<file path="config.mk">
export PLATFORM = sky130hd
export DESIGN_NAME = cmpb_top
export DESIGN_NICKNAME = d
export VERILOG_FILES = /design/src/cmpb_pkg.sv /design/src/cmpb_sync.sv /design/src/cmpb_top.sv
export VERILOG_INCLUDE_DIRS = /design/src /design/src/src
export SDC_FILE = /design/constraint.sdc
export NUM_CORES = 1
export LEC_CHECK = 0
export ABC_AREA = 0
export BUFFER_PORTS_ARGS = -buffer_cell sky130_fd_sc_hd__buf_2
export CORE_MARGIN = 1.5
export CORE_UTILIZATION = 40
export CTS_BUF_LIST = sky130_fd_sc_hd__clkbuf_8 sky130_fd_sc_hd__clkbuf_16
export CTS_CLUSTER_SIZE = 16
export DETAILED_ROUTE_END_ITERATION = 12
export SLEW_MARGIN = 10
export SYNTH_ARGS = -nofsm -noshare
export SYNTH_HDL_FRONTEND = slang
export SYNTH_SLANG_ARGS = --single-unit
</file>
<file path="constraint.sdc">
create_clock -name SYS_CLK -period 1.7 [get_ports SYS_CLK]
set_input_delay 0 -clock SYS_CLK [delete_from_list [all_inputs] [get_ports SYS_CLK]]
set_output_delay 0 -clock SYS_CLK [all_outputs]
set_load 0.03 [all_outputs]
</file>
<file path="src/cmpb_defs.svh">
// Contract
// - Interrupt flag sets when any synchronized comparator output differs from last read value.
// - Shared status holds events of comparators 1, 2, 3 at bits 8, 9, 10.
// - Software writing one to flag or event bits raises an interrupt.
// - Flag and event bits stay set until software clears them.
// - In sleep an enabled comparator keeps working and its interrupt wakes the device.
// - Waking from sleep leaves comparator control registers unchanged.
// - Idle-stop bit 15 set suppresses comparator interrupts while idle.
// - Reset clears comparator control registers, turning all comparators off.
// - Reference control bit 7 enables the ladder.
// - Reference control bit 6 drives ladder onto its pin, overriding port direction.
// - Reference control bit 10 picks external positive reference or ladder output.
// - Reference control bit 4 picks supply rails or external reference pins for ladder.
// - Bits 3 to 0 pick one of 16 ladder taps.
// - Range bit 5 picks coarse 1/24 steps or fine quarter-offset 1/32 steps.
// - Reset clears ladder enable, pin drive, range and tap.
// - Wake from sleep leaves reference control unchanged.
// - All registers read zero after reset; unimplemented bits read zero.
// - Reference generator works regardless of comparator enables.
// - Set event bit blocks further events until cleared; rearm one cycle later.
// - Status mirrors comparator outputs and events read-only.
// - Disabled comparator makes no trigger or interrupt.
`ifndef CMPB_DEFS_SVH
`define CMPB_DEFS_SVH
// ----------------------------------------
// Register byte addresses
// ----------------------------------------
`define CMPB_OFS_STAT 12'h000
`define CMPB_OFS_CON1 12'h004
`define CMPB_OFS_CON2 12'h008
`define CMPB_OFS_CON3 12'h00c
`define CMPB_OFS_REF 12'h010
`define CMPB_OFS_IRQF 12'h014
// ----------------------------------------
// Field positions
// ----------------------------------------
`define CMPB_STAT_IDLE 15
`define CMPB_STAT_EVT_LO 8
`define CMPB_CON_EN 15
`define CMPB_CON_POL 13
`define CMPB_CON_EVT 9
`define CMPB_CON_OUT 8
`define CMPB_CON_EVPOL_HI 7
`define CMPB_CON_EVPOL_LO 6
`define CMPB_REF_SRC 10
`define CMPB_REF_EN 7
`define CMPB_REF_OE 6
`define CMPB_REF_RNG 5
`define CMPB_REF_SS 4
// ----------------------------------------
// Writable masks and reset values
// ----------------------------------------
`define CMPB_CON_WMASK 16'hf0d3
`define CMPB_REF_WMASK 16'h07ff
`define CMPB_RST_VAL 16'h0000
`endif

</file>
<file path="src/cmpb_pkg.sv">
package cmpb_pkg;
  // Ladder settings seen by the analog side
  typedef struct packed {
    logic enable;
    logic pin_drive;
    logic source_pick;
    logic supply_pick;
    logic range;
    logic [3:0] tap;
    logic [1:0] bandgap_pick;
  } cmpb_ladder_t;
  // Per comparator analog controls
  typedef struct packed {
    logic enable;
    logic out_en;
    logic low_power;
    logic ref_pick;
    logic [1:0] chan;
  } cmpb_ana_t;
  typedef enum logic [1:0] {
    CMPB_APB_IDLE = 2'b00,
    CMPB_APB_ACC = 2'b01
  } cmpb_apb_t;
endpackage

</file>
<file path="src/cmpb_sync.sv">
`timescale 1ns/1ps
// Two-stage synchroniser per comparator output
module cmpb_sync #(
  parameter int WIDTH = 3
) (
  input wire logic SYS_CLK,
  input wire logic SYS_RST,
  input wire logic CLK_EN,
  input wire logic [WIDTH-1:0] D,
  output logic [WIDTH-1:0] Q
);
  typedef struct packed {
    logic [WIDTH-1:0] s1;
    logic [WIDTH-1:0] s2;
  } cmpb_sync_st_t;
  cmpb_sync_st_t st_r;
  cmpb_sync_st_t st_nxt;
  // First stage read only by second stage
  always_comb
  begin
    st_nxt = st_r;
    st_nxt.s1 = D;
    st_nxt.s2 = st_r.s1;
  end
  always_ff @(posedge SYS_CLK)
  begin
    if (SYS_RST)
      st_r <= '0;
    else if (CLK_EN)
      st_r <= st_nxt;
  end
  assign Q = st_r.s2;
endmodule // cmpb_sync

</file>
<file path="src/cmpb_top.sv">
`timescale 1ns/1ps
`include "cmpb_defs.svh"
module cmpb_top #(
  parameter int NCMP = 3
) (
  input wire logic SYS_CLK,
  input wire logic SYS_RST,
  input wire logic CLK_EN,
  input wire logic PSEL,
  input wire logic PENABLE,
  input wire logic PWRITE,
  input wire logic [11:0] PADDR,
  input wire logic [31:0] PWDATA,
  output logic [31:0] PRDATA,
  output logic PREADY,
  output logic PSLVERR,
  input wire logic [NCMP-1:0] CMP_RAW,
  input wire logic IDLE_MODE,
  input wire logic SLEEP_MODE,
  input wire logic IRQ_ENABLE,
  output logic COMPARATOR_IRQ_FLAG,
  output logic IRQ_REQ,
  output logic WAKE_REQ,
  output logic [NCMP-1:0] CMP_OUT,
  output cmpb_pkg::cmpb_ladder_t LADDER,
  output cmpb_pkg::cmpb_ana_t [NCMP-1:0] CMP_ANA
);
  import cmpb_pkg::*;

  // ----------------------------------------
  // State
  // ----------------------------------------
  typedef struct packed {
    logic [NCMP-1:0][15:0] cmp_enable;
    logic [15:0] refc;
    logic idle_stop;
    logic irq_flag;
    logic [NCMP-1:0] snap;
    logic [NCMP-1:0] prev;
    logic [NCMP-1:0] arm_hold;
    logic [31:0] rdata;
    logic irq;
    logic wake;
  } cmpb_st_t;
  cmpb_st_t st_r;
  cmpb_st_t st_nxt;

  logic [NCMP-1:0] sync_out;
  logic [NCMP-1:0] cmp_eff;
  logic [NCMP-1:0] evt_hit;
  logic [NCMP-1:0] evt_bits;
  logic [NCMP-1:0] en_bits;
  logic wr_acc;
  logic rd_acc;
  logic hit;
  logic [15:0] stat_word;

  cmpb_sync #(
    .WIDTH(NCMP)
  ) u_sync (
    .SYS_CLK(SYS_CLK),
    .SYS_RST(SYS_RST),
    .CLK_EN(CLK_EN),
    .D(CMP_RAW),
    .Q(sync_out)
  );

  // ----------------------------------------
  // Per comparator event detection
  // ----------------------------------------
  genvar gi;
  generate
    for (gi = 0; gi < NCMP; gi++)
    begin : g_cmp
      logic [1:0] evpol;
      logic rise;
      logic fall;
      assign en_bits[gi] = st_r.cmp_enable[gi][`CMPB_CON_EN];
      assign evt_bits[gi] = st_r.cmp_enable[gi][`CMPB_CON_EVT];
      assign evpol = st_r.cmp_enable[gi][`CMPB_CON_EVPOL_HI:`CMPB_CON_EVPOL_LO];
      // Polarity applied after synchroniser
      assign cmp_eff[gi] = en_bits[gi] & (sync_out[gi] ^ st_r.cmp_enable[gi][`CMPB_CON_POL]);
      assign rise = cmp_eff[gi] & ~st_r.prev[gi];
      assign fall = ~cmp_eff[gi] & st_r.prev[gi];
      // Blocked while disabled, event pending or rearming
      assign evt_hit[gi] = en_bits[gi] & ~evt_bits[gi] & ~st_r.arm_hold[gi] &
        ((evpol == 2'b01 & rise) | (evpol == 2'b10 & fall) | (evpol == 2'b11 & (rise | fall)));
    end
  endgenerate

  // ----------------------------------------
  // Bus decode
  // ----------------------------------------
  assign wr_acc = PSEL & PENABLE & PWRITE;
  assign rd_acc = PSEL & PENABLE & ~PWRITE;
  assign hit = (PADDR == `CMPB_OFS_STAT) | (PADDR == `CMPB_OFS_CON1) |
    (PADDR == `CMPB_OFS_CON2) | (PADDR == `CMPB_OFS_CON3) |
    (PADDR == `CMPB_OFS_REF) | (PADDR == `CMPB_OFS_IRQF);

  // Status mirror, unimplemented bits zero
  always_comb
  begin
    stat_word = `CMPB_RST_VAL;
    stat_word[`CMPB_STAT_IDLE] = st_r.idle_stop;
    stat_word[`CMPB_STAT_EVT_LO +: NCMP] = evt_bits;
    stat_word[NCMP-1:0] = cmp_eff;
  end

  // ----------------------------------------
  // Next state
  // ----------------------------------------
  always_comb
  begin
    logic [NCMP-1:0] cur_out;
    logic [15:0] wv;
    cur_out = cmp_eff;
    wv = PWDATA[15:0];
    st_nxt = st_r;
    st_nxt.prev = cmp_eff;
    st_nxt.arm_hold = '0;
    // Output bits are live values, not stored
    for (int i = 0; i < NCMP; i++)
    begin
      st_nxt.cmp_enable[i][`CMPB_CON_OUT] = 1'b0;
    end
    // Register writes; sleep and wake never touch them
    if (wr_acc)
    begin
      for (int i = 0; i < NCMP; i++)
      begin
        if (PADDR == `CMPB_OFS_CON1 + 12'(4 * i))
        begin
          st_nxt.cmp_enable[i] = (wv & `CMPB_CON_WMASK) | (st_r.cmp_enable[i] & ~`CMPB_CON_WMASK);
          st_nxt.cmp_enable[i][`CMPB_CON_EVT] = wv[`CMPB_CON_EVT];
          st_nxt.cmp_enable[i][`CMPB_CON_OUT] = 1'b0;
          // Clearing a set event starts a one-cycle rearm
          if (evt_bits[i] & ~wv[`CMPB_CON_EVT])
            st_nxt.arm_hold[i] = 1'b1;
          if (wv[`CMPB_CON_EVT])
            st_nxt.irq_flag = 1'b1;
        end
      end
      if (PADDR == `CMPB_OFS_STAT)
        st_nxt.idle_stop = wv[`CMPB_STAT_IDLE];
      if (PADDR == `CMPB_OFS_REF)
        st_nxt.refc = wv & `CMPB_REF_WMASK;
      if (PADDR == `CMPB_OFS_IRQF)
        st_nxt.irq_flag = wv[0];
    end
    // Snapshot on reads of status or control
    if (rd_acc && ((PADDR == `CMPB_OFS_STAT) || (PADDR == `CMPB_OFS_CON1) ||
        (PADDR == `CMPB_OFS_CON2) || (PADDR == `CMPB_OFS_CON3)))
      st_nxt.snap = cur_out;
    // Hardware sets win over software clears
    for (int i = 0; i < NCMP; i++)
    begin
      if (evt_hit[i])
        st_nxt.cmp_enable[i][`CMPB_CON_EVT] = 1'b1;
    end
    if (|(cmp_eff ^ st_r.snap))
      st_nxt.irq_flag = 1'b1;
    // Read data, registered
    st_nxt.rdata = '0;
    if (PSEL & ~PENABLE & ~PWRITE)
    begin
      case (PADDR)
        `CMPB_OFS_STAT: st_nxt.rdata = {16'h0000, stat_word};
        `CMPB_OFS_REF: st_nxt.rdata = {16'h0000, st_r.refc};
        `CMPB_OFS_IRQF: st_nxt.rdata = {31'h00000000, st_r.irq_flag};
        default:
        begin
          for (int i = 0; i < NCMP; i++)
          begin
            if (PADDR == `CMPB_OFS_CON1 + 12'(4 * i))
            begin
              st_nxt.rdata = {16'h0000, st_r.cmp_enable[i]};
              st_nxt.rdata[`CMPB_CON_OUT] = cmp_eff[i];
            end
          end
        end
      endcase
    end
    // Idle-stop gates the request; sleep keeps it and wakes
    st_nxt.irq = st_nxt.irq_flag & IRQ_ENABLE & ~(IDLE_MODE & st_r.idle_stop);
    st_nxt.wake = st_nxt.irq_flag & IRQ_ENABLE & SLEEP_MODE;
  end

  // Synchronous reset to all-zero registers
  always_ff @(posedge SYS_CLK)
  begin
    if (SYS_RST)
      st_r <= '0;
    else if (CLK_EN)
      st_r <= st_nxt;
  end

  // ----------------------------------------
  // Outputs
  // ----------------------------------------
  assign PREADY = 1'b1;
  assign PSLVERR = PSEL & PENABLE & ~hit;
  assign PRDATA = st_r.rdata;
  assign COMPARATOR_IRQ_FLAG = st_r.irq_flag;
  assign IRQ_REQ = st_r.irq;
  assign WAKE_REQ = st_r.wake;
  assign CMP_OUT = cmp_eff;
  // Ladder independent of comparator enables
  always_comb
  begin
    LADDER.enable = st_r.refc[`CMPB_REF_EN];
    LADDER.pin_drive = st_r.refc[`CMPB_REF_OE];
    LADDER.source_pick = st_r.refc[`CMPB_REF_SRC];
    LADDER.supply_pick = st_r.refc[`CMPB_REF_SS];
    LADDER.range = st_r.refc[`CMPB_REF_RNG];
    LADDER.tap = st_r.refc[3:0];
    LADDER.bandgap_pick = st_r.refc[9:8];
  end
  generate
    for (gi = 0; gi < NCMP; gi++)
    begin : g_ana
      assign CMP_ANA[gi].enable = st_r.cmp_enable[gi][`CMPB_CON_EN];
      assign CMP_ANA[gi].out_en = st_r.cmp_enable[gi][14];
      assign CMP_ANA[gi].low_power = st_r.cmp_enable[gi][12];
      assign CMP_ANA[gi].ref_pick = st_r.cmp_enable[gi][4];
      assign CMP_ANA[gi].chan = st_r.cmp_enable[gi][1:0];
    end
  endgenerate

  // ----------------------------------------
  // Assertions
  // ----------------------------------------
  property p_flag_on_change;
    @(posedge SYS_CLK) disable iff (SYS_RST)
      (CLK_EN && |(cmp_eff ^ st_r.snap)) |=> COMPARATOR_IRQ_FLAG;
  endproperty
  a_flag_on_change: assert property (p_flag_on_change) else $error("flag missed change");
  property p_flag_sticky;
    @(posedge SYS_CLK) disable iff (SYS_RST)
      (COMPARATOR_IRQ_FLAG && !wr_acc) |=> COMPARATOR_IRQ_FLAG;
  endproperty
  a_flag_sticky: assert property (p_flag_sticky) else $error("flag dropped");
  property p_evt_sticky;
    @(posedge SYS_CLK) disable iff (SYS_RST)
      (evt_bits[0] && !wr_acc) |=> evt_bits[0];
  endproperty
  a_evt_sticky: assert property (p_evt_sticky) else $error("event dropped");
  property p_disabled_quiet;
    @(posedge SYS_CLK) disable iff (SYS_RST)
      (!en_bits[0] && !evt_bits[0] && !(wr_acc && PADDR == `CMPB_OFS_CON1)) |=> !evt_bits[0];
  endproperty
  a_disabled_quiet: assert property (p_disabled_quiet) else $error("disabled event");
  property p_idle_gate;
    @(posedge SYS_CLK) disable iff (SYS_RST)
      (CLK_EN && IDLE_MODE && st_r.idle_stop) |=> !IRQ_REQ;
  endproperty
  a_idle_gate: assert property (p_idle_gate) else $error("irq in idle stop");
  property p_sw_set;
    @(posedge SYS_CLK) disable iff (SYS_RST)
      (CLK_EN && wr_acc && PADDR == `CMPB_OFS_IRQF && PWDATA[0]) |=> COMPARATOR_IRQ_FLAG;
  endproperty
  a_sw_set: assert property (p_sw_set) else $error("soft set lost");
  property p_ladder_follow;
    @(posedge SYS_CLK) disable iff (SYS_RST)
      (CLK_EN && wr_acc && PADDR == `CMPB_OFS_REF) |=> (LADDER.tap == $past(PWDATA[3:0]));
  endproperty
  a_ladder_follow: assert property (p_ladder_follow) else $error("tap not written");
  property p_mirror;
    @(posedge SYS_CLK) disable iff (SYS_RST)
      (CLK_EN && PSEL && !PENABLE && !PWRITE && PADDR == `CMPB_OFS_STAT) |=>
        (PRDATA[`CMPB_STAT_EVT_LO +: NCMP] == $past(evt_bits) &&
        PRDATA[NCMP-1:0] == $past(cmp_eff));
  endproperty
  a_mirror: assert property (p_mirror) else $error("mirror wrong");

  // ----------------------------------------
  // Reset, flag, event, interrupt, sleep and ladder assertions
  // ----------------------------------------
  // Reset checks carry no disable so the reset edge itself is watched
  property p_rst_con;
    @(posedge SYS_CLK)
      SYS_RST |=> (en_bits == '0);
  endproperty
  a_rst_con: assert property (p_rst_con) else $error("comparator left on");
  property p_rst_ref;
    @(posedge SYS_CLK)
      SYS_RST |=> ({LADDER.enable, LADDER.pin_drive, LADDER.range, LADDER.tap} == 7'h00);
  endproperty
  a_rst_ref: assert property (p_rst_ref) else $error("ladder not cleared");
  property p_rst_read;
    @(posedge SYS_CLK)
      SYS_RST |=> (PRDATA == 32'h0000_0000 && !COMPARATOR_IRQ_FLAG &&
        stat_word == 16'h0000);
  endproperty
  a_rst_read: assert property (p_rst_read) else $error("nonzero after reset");
  property p_quiet_flag;
    @(posedge SYS_CLK) disable iff (SYS_RST)
      (CLK_EN && !COMPARATOR_IRQ_FLAG && !wr_acc && cmp_eff == st_r.snap) |=> !COMPARATOR_IRQ_FLAG;
  endproperty
  a_quiet_flag: assert property (p_quiet_flag) else $error("flag without change");
  property p_snap_take;
    @(posedge SYS_CLK) disable iff (SYS_RST)
      (CLK_EN && rd_acc && PADDR == `CMPB_OFS_STAT) |=> (st_r.snap == $past(cmp_eff));
  endproperty
  a_snap_take: assert property (p_snap_take) else $error("snapshot missed");
  property p_evt_hold_off;
    @(posedge SYS_CLK) disable iff (SYS_RST)
      (!evt_bits[0] && !evt_hit[0] && !(wr_acc && PADDR == `CMPB_OFS_CON1)) |=> !evt_bits[0];
  endproperty
  a_evt_hold_off: assert property (p_evt_hold_off) else $error("event from nowhere");
  property p_rearm;
    @(posedge SYS_CLK) disable iff (SYS_RST)
      (CLK_EN && wr_acc && PADDR == `CMPB_OFS_CON1 && evt_bits[0] && !PWDATA[`CMPB_CON_EVT]) |=>
        !evt_hit[0];
  endproperty
  a_rearm: assert property (p_rearm) else $error("rearmed too early");
  property p_irq_normal;
    @(posedge SYS_CLK) disable iff (SYS_RST)
      (CLK_EN && !IDLE_MODE && IRQ_ENABLE) |=> (IRQ_REQ == COMPARATOR_IRQ_FLAG);
  endproperty
  a_irq_normal: assert property (p_irq_normal) else $error("irq not following flag");
  property p_irq_masked;
    @(posedge SYS_CLK) disable iff (SYS_RST)
      (CLK_EN && !IRQ_ENABLE) |=> (!IRQ_REQ && !WAKE_REQ);
  endproperty
  a_irq_masked: assert property (p_irq_masked) else $error("masked irq raised");
  property p_wake;
    @(posedge SYS_CLK) disable iff (SYS_RST)
      (CLK_EN && SLEEP_MODE && IRQ_ENABLE) |=> (WAKE_REQ == COMPARATOR_IRQ_FLAG);
  endproperty
  a_wake: assert property (p_wake) else $error("wake not following flag");
  property p_sleep_con;
    @(posedge SYS_CLK) disable iff (SYS_RST)
      (SLEEP_MODE && !wr_acc) |=> $stable(CMP_ANA);
  endproperty
  a_sleep_con: assert property (p_sleep_con) else $error("control changed in sleep");
  property p_sleep_ref;
    @(posedge SYS_CLK) disable iff (SYS_RST)
      (SLEEP_MODE && !wr_acc) |=> $stable(LADDER);
  endproperty
  a_sleep_ref: assert property (p_sleep_ref) else $error("ladder changed in sleep");
  property p_ladder_bits;
    @(posedge SYS_CLK) disable iff (SYS_RST)
      (CLK_EN && wr_acc && PADDR == `CMPB_OFS_REF) |=>
        (LADDER.enable == $past(PWDATA[`CMPB_REF_EN]) &&
        LADDER.pin_drive == $past(PWDATA[`CMPB_REF_OE]));
  endproperty
  a_ladder_bits: assert property (p_ladder_bits) else $error("ladder enable wrong");
  property p_ladder_pick;
    @(posedge SYS_CLK) disable iff (SYS_RST)
      (CLK_EN && wr_acc && PADDR == `CMPB_OFS_REF) |=>
        (LADDER.source_pick == $past(PWDATA[`CMPB_REF_SRC]) &&
        LADDER.supply_pick == $past(PWDATA[`CMPB_REF_SS]) &&
        LADDER.range == $past(PWDATA[`CMPB_REF_RNG]));
  endproperty
  a_ladder_pick: assert property (p_ladder_pick) else $error("ladder pick wrong");
  property p_stat_zero;
    @(posedge SYS_CLK) disable iff (SYS_RST)
      (CLK_EN && PSEL && !PENABLE && !PWRITE && PADDR == `CMPB_OFS_STAT) |=>
        (PRDATA[31:16] == 16'h0000 && PRDATA[14:11] == 4'h0);
  endproperty
  a_stat_zero: assert property (p_stat_zero) else $error("unused status bits set");
endmodule // cmpb_top

</file>
==> results.yml, run 1 <==
worst_hold_path:
  hold_depth: 2
  min-delay-start: "SYS_RST"
  hold-path-endpoint: "LADDER[8]"
  hp-class: "input port to flop"
worst_setup_path:
  critical_path_class: "flop to flop"
  cp_data_arrival_time_ns: 1.84
  rr_startpoint: "u_sync.Q[0]"
  cp-start-kind: "flop"
  r2r_cells: 8
  crit_required_ns: 1.91
  end_kind: "flop"
  worstPathMaxFanout: 3
  rr_endpoint: "evt_bits[0]"
  r2r_slack_ns: 0.07
sta:
  hold_viol: 0
  skew_ns: 0.00499
  period_needed_ns: 1.63
  fin_tns_setup_ns: 0
  relSlewSlack_pct: 37.0
  max_freq_mhz: 615
  drv_slew: 0
  worst_slew_pin_slew_ns: 0.941
  setup_violations: 0
  rsz0062_at_grt: "true"
  timing.final.crit_share_pct: 95.6
synthesis:
  synth-seq-area-share_pct: 36.9
  synth_top_area_share_pct: 36.9
  ys_ff_latch: 75
  ys_types: 53
  synth_area_leader_cell: "dfxtp_1"
  async_flop_share_pct: 0
  ys_top_cells_by_area: "dfxtp_1 (37%), buf_4 (12%), nand2_1 (8.2%), a21oi_1 (5.9%), nor2_1 (5.0%)"
  synth_edf_count: 0
  synth_cells: 513
  ys_warn_count: 0
  synth_ff_type: "dfxtp_1"
  syn_area_um2: 4070
  avgSynthCellArea_um2: 7.94
floorplanning:
  die-area_um2: 10800
  ios: 125
  die_w_um: 104
  die_y_um: 104
  core_um2: 9820
  rows: 36
  start_util_pct: 41.5
global_routing:
  grt_pass1_wl_mm: 18.2
  grt_pass1_vias: 3465
  grt_overflow: 0
  grtUsageTotal_pct: 21.4
  grt_start_max_net_pins: 55
  grt_antenna_before_repair: 0
routing:
  postRouteWirelength_mm: 11.5
  vias: 3703
  first_pass_iters: 5
  viasPerCell: 5.07
  drtIter0Drc: 206
  avgRoutedWirePerCell_um: 15.7
  drcViolationCount: 0
  drtAntennaViolNets: 0
final_layout:
  areaGrowthSynthToFinish_pct: 18.6
  final_cell_mix: "buf_2 (89), nand2_1 (88), dfxtp_1 (72)"
  ff_latch_area_um2: 1510
  fillers: 1026
  final_nets: 655
  multi_input_comb_area_um2: 2000
  n_antenna_cell: 0
  drive_gt1_share_pct: 26.5
  layout_commonest_cell: "buf_2"
  final_cell_area_um2: 4830
job:
  max-cap-violations: 0
pwr:
  leakagePower_nw: 1.98
  vdd_drop_max_uv: 382
  power_density_nw_per_um2: 715
clock_network:
  cts.reportedPaths.clkPinSlew_ns: 0.07
  cts.path.max_buffers: 2
  tritoncts: "built"
  cts-buffers-inserted: 9
  cts_sinks: 75
  root_buffer: "clkbuf_8"
  htree_levels: 3
  clk-insertion-delay-late_ns: 0.35
placement:
  portBuffers: 89
  hpwlAfterDp_mm: 8.28
  place_area_um2: 4400
  gp_congestion: 0.945
outcome:
  status: "finished clean"
synthesized netlist by cell type (3+ instances only):
library cell,instances
nor4_1,3
a2bb2oi_1,3
a211oi_1,5
xor2_1,3
clkbuf_1,19
mux2_2,3
a32oi_1,3
nor2b_1,4
nand3_1,12
nor3_2,3
nor3_1,8
inv_1,8
nand2b_1,3
mux2i_1,20
o21ai_0,19
dfxtp_1,75
a21oi_1,48
nand2_1,89
o211ai_1,6
a311oi_1,4
nor2_1,54
ha_1,6
buf_2,5
xnor2_1,3
a22oi_1,4
buf_4,67
state kept, by name, indices dropped and copies added (netlist names), 3 cells and up:
name / cells
CMP_ANA: 18
LADDER: 11
PRDATA: 15
evt_bits: 3
g_cmp.evpol: 6
st_r: 13
u_sync.Q: 3
u_sync.st_nxt: 3
worst max-delay path, cell delays in order (launching register included):
cell      delay, ns
dfxtp_2        0.33
xor2_1         0.16
nand2_2        0.11
inv_1          0.10
ha_1           0.21
o211ai_1       0.19
a21oi_2        0.09
a211oi_1       0.24
a211oi_2       0.07
worst max-delay path by stage:
stage,start,end,slack [ns],cells after the start
after floorplan,st_r[74],evt_bits[0],0.15,8
after global placement,st_r[74],evt_bits[0],0.005,8
after detailed placement,st_r[74],evt_bits[0],-0.0005,8
after CTS,u_sync.Q[0],evt_bits[0],0.006,8
after global routing,u_sync.Q[1],evt_bits[1],-0.04,8
final,u_sync.Q[0],evt_bits[0],0.07,8
what timing repair did:
| action | in CTS | in global routing |
|---|---|---|
| pin swaps | 1 | 1 |
| hold buffers | 22 | 0 |
| resized for setup | 2 | 5 |
| endpoints found under the hold margin | 43 | 0 |
| setup buffers | 0 | 1 |
| endpoints found under the setup margin | 1 | 3 |
where the power goes:
part / switching [mW] / leakage [nW] / internal [mW]
Clock: 0.646 / 0.0995 / 0.704
Combinational: 0.220 / 1.27 / 0.115
Sequential: 0.00607 / 0.606 / 1.76
cells by family (layout without fill, tap and decap cells):
family,after synthesis,after routing,synth area share [%]
other,2,18,0.184
XOR/XNOR,6,6,1.29
adder cells (fa/ha/maj),6,6,1.84
multiplexers,23,23,5.74
flip-flops,75,75,36.9
AO/OA/AOI/OAI,105,105,15.9
buffers and inverters,101,169,15.8
AND/OR/NAND/NOR,195,195,22.4
metrics by stage:
step	utilization, %	instances	worst slack, ns	power [mW]	hold WS [ns]
2_1_floorplan	-	529	0.146	2.02	0.140
3_3_place_gp	44.8	692	0.00456	2.10	0.239
3_5_place_dp	44.8	692	-0.000486	2.11	0.250
4_1_cts	49.0	729	0.00620	3.49	0.0214
5_1_grt	49.2	730	-0.0357	3.61	0.0433
6_report	49.2	730	0.0744	3.46	0.0336
layout make-up:
class,instances,share of cell area [%]
Clock buffer,10,2.85
Clock inverter,5,1.14
Timing Repair Buffer,146,19.5
Multi-Input combinational cell,353,41.3
Tap cell,133,3.44
Sequential cell,75,31.1
Inverter,8,0.621
per-layer routing:
layer,GRT usage [%],up-vias,part of all wire (%)
met2,33.6,141,45
met5,0,-,0
met1,29.7,1710,47
met4,7.14,0,1.5
met3,3.51,15,6.7
li1,-,1837,-
Power figures use the tool's default switching activity.
==> run 2: changes to the inputs <==
--- a/config.mk
+++ b/config.mk
@@ -13,6 +13,7 @@
 export CTS_BUF_LIST = sky130_fd_sc_hd__clkbuf_8 sky130_fd_sc_hd__clkbuf_16
 export CTS_CLUSTER_SIZE = 16
 export DETAILED_ROUTE_END_ITERATION = 12
+export PLACE_DENSITY = 0.71
 export SLEW_MARGIN = 10
 export SYNTH_ARGS = -nofsm -noshare
 export SYNTH_HDL_FRONTEND = slang
==> run 2 against run 1 <==
Clock-buffer cell count is 3 higher. Die area stayed put. Core utilization is 0.92 points higher. Clock power is 23% higher. Sequential cell count stayed put. Cell area rose by 1.9%. Critical path type unchanged. Critical endpoint unchanged. Largest cell class unchanged. Largest power group unchanged.
==> results.yml, run 2 (same netlist as run 1, synthesis figures left out) <==
clock_network:
  htree_levels: 3
  cts-buffers-inserted: 9
  cts.reportedPaths.clkPinSlew_ns: 0.08
  root_buffer: "clkbuf_8"
  clk-insertion-delay-late_ns: 0.35
  cts.path.max_buffers: 2
  cts_sinks: 75
  tritoncts: "built"
final_layout:
  n_antenna_cell: 0
  drive_gt1_share_pct: 28.3
  final_cell_mix: "nand2_1 (89), buf_2 (89), dfxtp_1 (70)"
  areaGrowthSynthToFinish_pct: 20.9
  final_nets: 658
  final_cell_area_um2: 4920
  largest_register_ffs: 18
sta:
  holdWs_ns: 0.0174
  setup_violations: 0
  hold_viol: 0
  period_needed_ns: 1.65
  timing.final.crit_share_pct: 97.3
  drv_slew: 0
  relSlewSlack_pct: 35.2
  skew_ns: 0.00806
  rsz0062_at_grt: "true"
  worst_slew_pin_slew_ns: 0.969
  max_freq_mhz: 605
routing:
  avgRoutedWirePerCell_um: 16.1
  postRouteWirelength_mm: 11.8
  drtIter0Drc: 250
  first_pass_iters: 4
  drtAntennaViolNets: 0
  drcViolationCount: 0
  viasPerCell: 5.20
  vias: 3815
floorplanning:
  ios: 125
  die_y_um: 104
  core_um2: 9820
  rows: 36
  start_util_pct: 41.5
  die-area_um2: 10800
  die_w_um: 104
global_routing:
  grt_pass1_wl_mm: 18.8
  grt_overflow: 0
  grt_pass1_vias: 3684
  grtUsageTotal_pct: 21.9
  grt_antenna_before_repair: 0
  grt_start_max_net_pins: 56
worst_setup_path:
  rr_endpoint: "evt_bits[0]"
  crit_required_ns: 1.91
  cp-start-kind: "flop"
  rr_startpoint: "st_r[74]"
  r2r_slack_ns: 0.05
  critical_path_class: "flop to flop"
  end_kind: "flop"
  r2r_cells: 8
  cp_data_arrival_time_ns: 1.87
  worstPathMaxFanout: 3
placement:
  place_area_um2: 4400
  hpwlAfterDp_mm: 8.57
  portBuffers: 89
  gp_congestion: 0.941
pwr:
  leakagePower_nw: 2.02
  power_frac_seq_pct: 46.9
  vdd_drop_max_uv: 381
  netSwitchingPower_mw: 0.902
  p_comb_share_pct: 9.2
  power_density_nw_per_um2: 767
  p_clk_share_pct: 43.9
  netSwitchingFraction_pct: 23.9
  p_int_mw: 2.87
  finalPower_mw: 3.77
worst_hold_path:
  hp-class: "input port to flop"
  min-delay-start: "SYS_RST"
  hold-path-endpoint: "LADDER[5]"
  hold_depth: 2
outcome:
  status: "finished clean"
job:
  max-cap-violations: 0
run 2: cell count changes in the layout (fill, tap and decap cells not counted), moves of 2 or more:
| cell | previous run | this run |
|---|---|---|
| a211oi_1 | 5 | 2 |
| a211oi_2 | 2 | 5 |
| buf_4 | 34 | 38 |
| clkbuf_8 | 10 | 13 |
| dfxtp_1 | 72 | 70 |
| dfxtp_2 | 3 | 5 |
run 2: worst max-delay path, stage by stage, from the launching register on:
cell and delay, ns:
dfxtp_2 0.34, xor2_1 0.15, nand2_1 0.13, inv_1 0.11
ha_1 0.21, o211ai_1 0.22, a21oi_2 0.12, a211oi_2 0.19
a211oi_2 0.07
run 2: final cells by class:
type                       instances  area [um2]
sequential                        75        1510
fill                             987        4900
clock buffer                      13         179
tap                              133         166
timing repair buffer             149         951
inverter                           8        30.0
clock inverter                     3        67.6
multi-input combinational        353        2020
run 2: worst max-delay path by stage:
| stage | endpoint | depth (start not counted) | slack, ns | start |
|---|---|---|---|---|
| 2_1_floorplan | evt_bits[0] | 8 | 0.15 | st_r[74] |
| 3_3_place_gp | g_cmp[2].evpol[1] | 8 | -0.002 | PADDR[7] |
| 3_5_place_dp | CMP_ANA[14] | 8 | -0.04 | PADDR[7] |
| 5_1_grt | evt_bits[0] | 8 | -0.07 | st_r[74] |
| 4_1_cts | evt_bits[0] | 8 | 0.007 | st_r[74] |
| 6_report | evt_bits[0] | 8 | 0.05 | st_r[74] |
run 2: power groups by stage:
stage	logic (mW)	clock network (mW)	registers [mW]
after floorplan	0.204	0	1.81
after global placement	0.298	0	1.81
after detailed placement	0.303	0	1.81
after CTS	0.342	1.68	1.77
after global routing	0.372	1.77	1.77
final	0.347	1.66	1.77
run 2: metrics by stage:
| step | setup WS, ns | utilization [%] | std cells | setup TNS [ns] |
|---|---|---|---|---|
| after floorplan | 0.146 | - | 529 | 0 |
| after global placement | -0.00220 | 44.8 | 694 | -0.00220 |
| after detailed placement | -0.0367 | 44.8 | 694 | -0.115 |
| after CTS | 0.00692 | 49.6 | 732 | 0 |
| after global routing | -0.0699 | 50.1 | 734 | -0.0699 |
| final | 0.0461 | 50.1 | 734 | 0 |
run 2: layer usage:
| metal | vias to the layer above | wire length [um] | track usage, % |
|---|---|---|---|
| met3 | 19 | 888 | 4.95 |
| met2 | 174 | 5440 | 34.7 |
| met4 | 0 | 228 | 8.43 |
| met1 | 1791 | 5240 | 28.8 |
| li1 | 1831 | - | - |
| met5 | - | 0 | 0 |
run 2: timing repair:
item                       4_1_cts  5_1_grt
setup endpoints to repair        0        3
resized for setup                0       15
hold buffers                    22        0
hold endpoints to repair        43        0
buffers inserted                 0        2
==> run 3: changes to the inputs <==
--- a/config.mk
+++ b/config.mk
@@ -8,12 +8,14 @@
 export LEC_CHECK = 0
 export ABC_AREA = 0
 export BUFFER_PORTS_ARGS = -buffer_cell sky130_fd_sc_hd__buf_2
+export CAP_MARGIN = 20
 export CORE_MARGIN = 1.5
 export CORE_UTILIZATION = 40
 export CTS_BUF_LIST = sky130_fd_sc_hd__clkbuf_8 sky130_fd_sc_hd__clkbuf_16
 export CTS_CLUSTER_SIZE = 16
 export DETAILED_ROUTE_END_ITERATION = 12
 export PLACE_DENSITY = 0.71
+export REMOVE_ABC_BUFFERS = 1
 export SLEW_MARGIN = 10
 export SYNTH_ARGS = -nofsm -noshare
 export SYNTH_HDL_FRONTEND = slang
==> run 3 against run 2 <==
First-iteration DRC count down 7.2%. Hold slack better by 0.047 ns. Via count down 0.18%. Combinational power about the same. Core utilization down 0.45 points. Sequential power about the same. Clock-buffer cell count down 3. Fmax up 1.4%. Highest routed layer unchanged.
==> results.yml, run 3 (same netlist as run 1, synthesis figures left out) <==
outcome:
  status: "finished clean"
sta:
  worst_slew_pin_slew_ns: 0.874
  timing.final.crit_share_pct: 95.9
  setup_violations: 0
  skew_ns: 0.00290
  drv_slew: 0
  hold_viol: 0
  relSlewSlack_pct: 41.5
  rsz0062_at_grt: "true"
  period_needed_ns: 1.63
  max_freq_mhz: 613
  fin_tns_setup_ns: 0
worst_setup_path:
  cp-start-kind: "flop"
  worst-path-buf-inv: 0
  end_kind: "flop"
  rr_startpoint: "u_sync.Q[1]"
  critical_path_class: "flop to flop"
  path_delay_family: "compound AO/OA/AOI/OAI gates"
  worstPathMaxFanout: 4
  critPathLaunch: "u_sync.Q[1]"
  crit_required_ns: 1.97
  critPathSlowestCell: "dfxtp_1"
  cp_data_arrival_time_ns: 1.90
  crit_chain: "xor2_1 > nand2_2 > ha_1 > nand2_1 > o211ai_1 > a21oi_2 > a211oi_1 > nor3_1"
  slowest_delay_ns: 0.35
routing:
  highest_layer: "met4"
  postRouteWirelength_mm: 11.7
  first_pass_iters: 4
  viasPerCell: 5.20
  drcViolationCount: 0
  drtAntennaViolNets: 0
  vias: 3808
  wl_met3_um: 786
  drtIter0Drc: 232
  avgRoutedWirePerCell_um: 15.9
  met2_length_mm: 5.35
  wirelength_met1_mm: 5.29
placement:
  portBuffers: 89
  hpwlAfterDp_mm: 8.68
  gp_congestion: 0.922
global_routing:
  grt_overflow: 0
  grt_antenna_before_repair: 0
  grtUsageTotal_pct: 22.1
  grt_pass1_wl_mm: 19.0
  grt_pass1_vias: 3686
  grt_start_max_net_pins: 53
floorplanning:
  ios: 125
  start_util_pct: 41.5
  die_w_um: 104
  die_y_um: 104
  rows: 36
  die-area_um2: 10800
  core_um2: 9820
clock_network:
  cts_sinks: 75
  cts.path.max_buffers: 2
  tritoncts: "built"
  cts.reportedPaths.clkPinSlew_ns: 0.07
  cts-buffers-inserted: 9
  htree_levels: 3
  root_buffer: "clkbuf_8"
  clk-insertion-delay-late_ns: 0.35
final_layout:
  areaGrowthSynthToFinish_pct: 19.8
  n_antenna_cell: 0
  largest_register_ffs: 18
  drive_gt1_share_pct: 27.5
  final_cell_mix: "buf_2 (89), nand2_1 (87), dfxtp_1 (70)"
  final_nets: 657
  layout_commonest_cell: "buf_2"
worst_hold_path:
  hp-class: "input port to flop"
  min-delay-start: "SYS_RST"
pwr:
  finalPower_mw: 3.45
  vdd_drop_max_uv: 294
  leakagePower_nw: 2.01
  power_density_nw_per_um2: 707
job:
  max-cap-violations: 0
-- run 3: cell types whose count changed in the layout (fill, tap and decap cells not counted), sizes merged --
| cell | delta |
|---|---|
| clkinvlp | -1 |
| dlygate4sd3 | -1 |
| clkbuf | -3 |
| clkinv | +1 |
| bufinv | -1 |
| inv | +4 |
-- run 3: area by class of cell --
class | count | area (um2)
multi-input combinational | 353 | 2020
tap | 133 | 166
fill | 971 | 4940
timing repair buffer | 148 | 966
inverter | 8 | 30.0
clock inverter | 6 | 50.0
sequential | 75 | 1510
clock buffer | 10 | 138
-- run 3: repair_timing --
action,4_1_cts,5_1_grt
hold endpoints to repair,42,0
resized for setup,0,14
hold buffers,21,0
setup buffers,0,1
endpoints found under the setup margin,0,3
-- run 3: metrics by stage --
step                      instances  setup slack, ns  hold WS [ns]  instance area, um2  util [%]
after floorplan                 436           -0.182        0.0646                3520         -
after global placement          695            0.113         0.242                4430      45.1
after detailed placement        695           0.0542         0.249                4430      45.1
after CTS                       732           0.0248        0.0624                4830      49.2
after global routing            733          -0.0652        0.0718                4880      49.7
final                           733           0.0692        0.0644                4880      49.7
-- run 3: worst register-to-register path, delay by kind of cell, from the launching register on --
kind            cells  cell delay, ns
compound gates      3            0.37
xor+xnor            1            0.18
fa+ha+maj           1            0.30
flops               1            0.35
simple gates        3            0.34
-- run 3: metal layers --
layer	track usage (%)	vias up
met5	0	-
met1	29.2	1783
li1	-	1832
met2	34.8	167
met3	4.82	26
met4	9.13	0
-- run 3: worst paths after layout --
check / endpoint / depth (start not counted) / slack (ns)
max reg2reg: evt_bits[1] / 8 / 0.07
min: st_r[40] / 2 / 0.06
max: evt_bits[1] / 8 / 0.07
min reg2reg: PRDATA[0] / 2 / 0.45
-- run 3: where the power goes --
part / internal [mW] / leakage [nW] / switching, mW
clock: 0.695 / 0.111 / 0.633
sequential: 1.76 / 0.607 / 0.00621
combinational: 0.123 / 1.29 / 0.227
total: 2.58 / 2.01 / 0.866
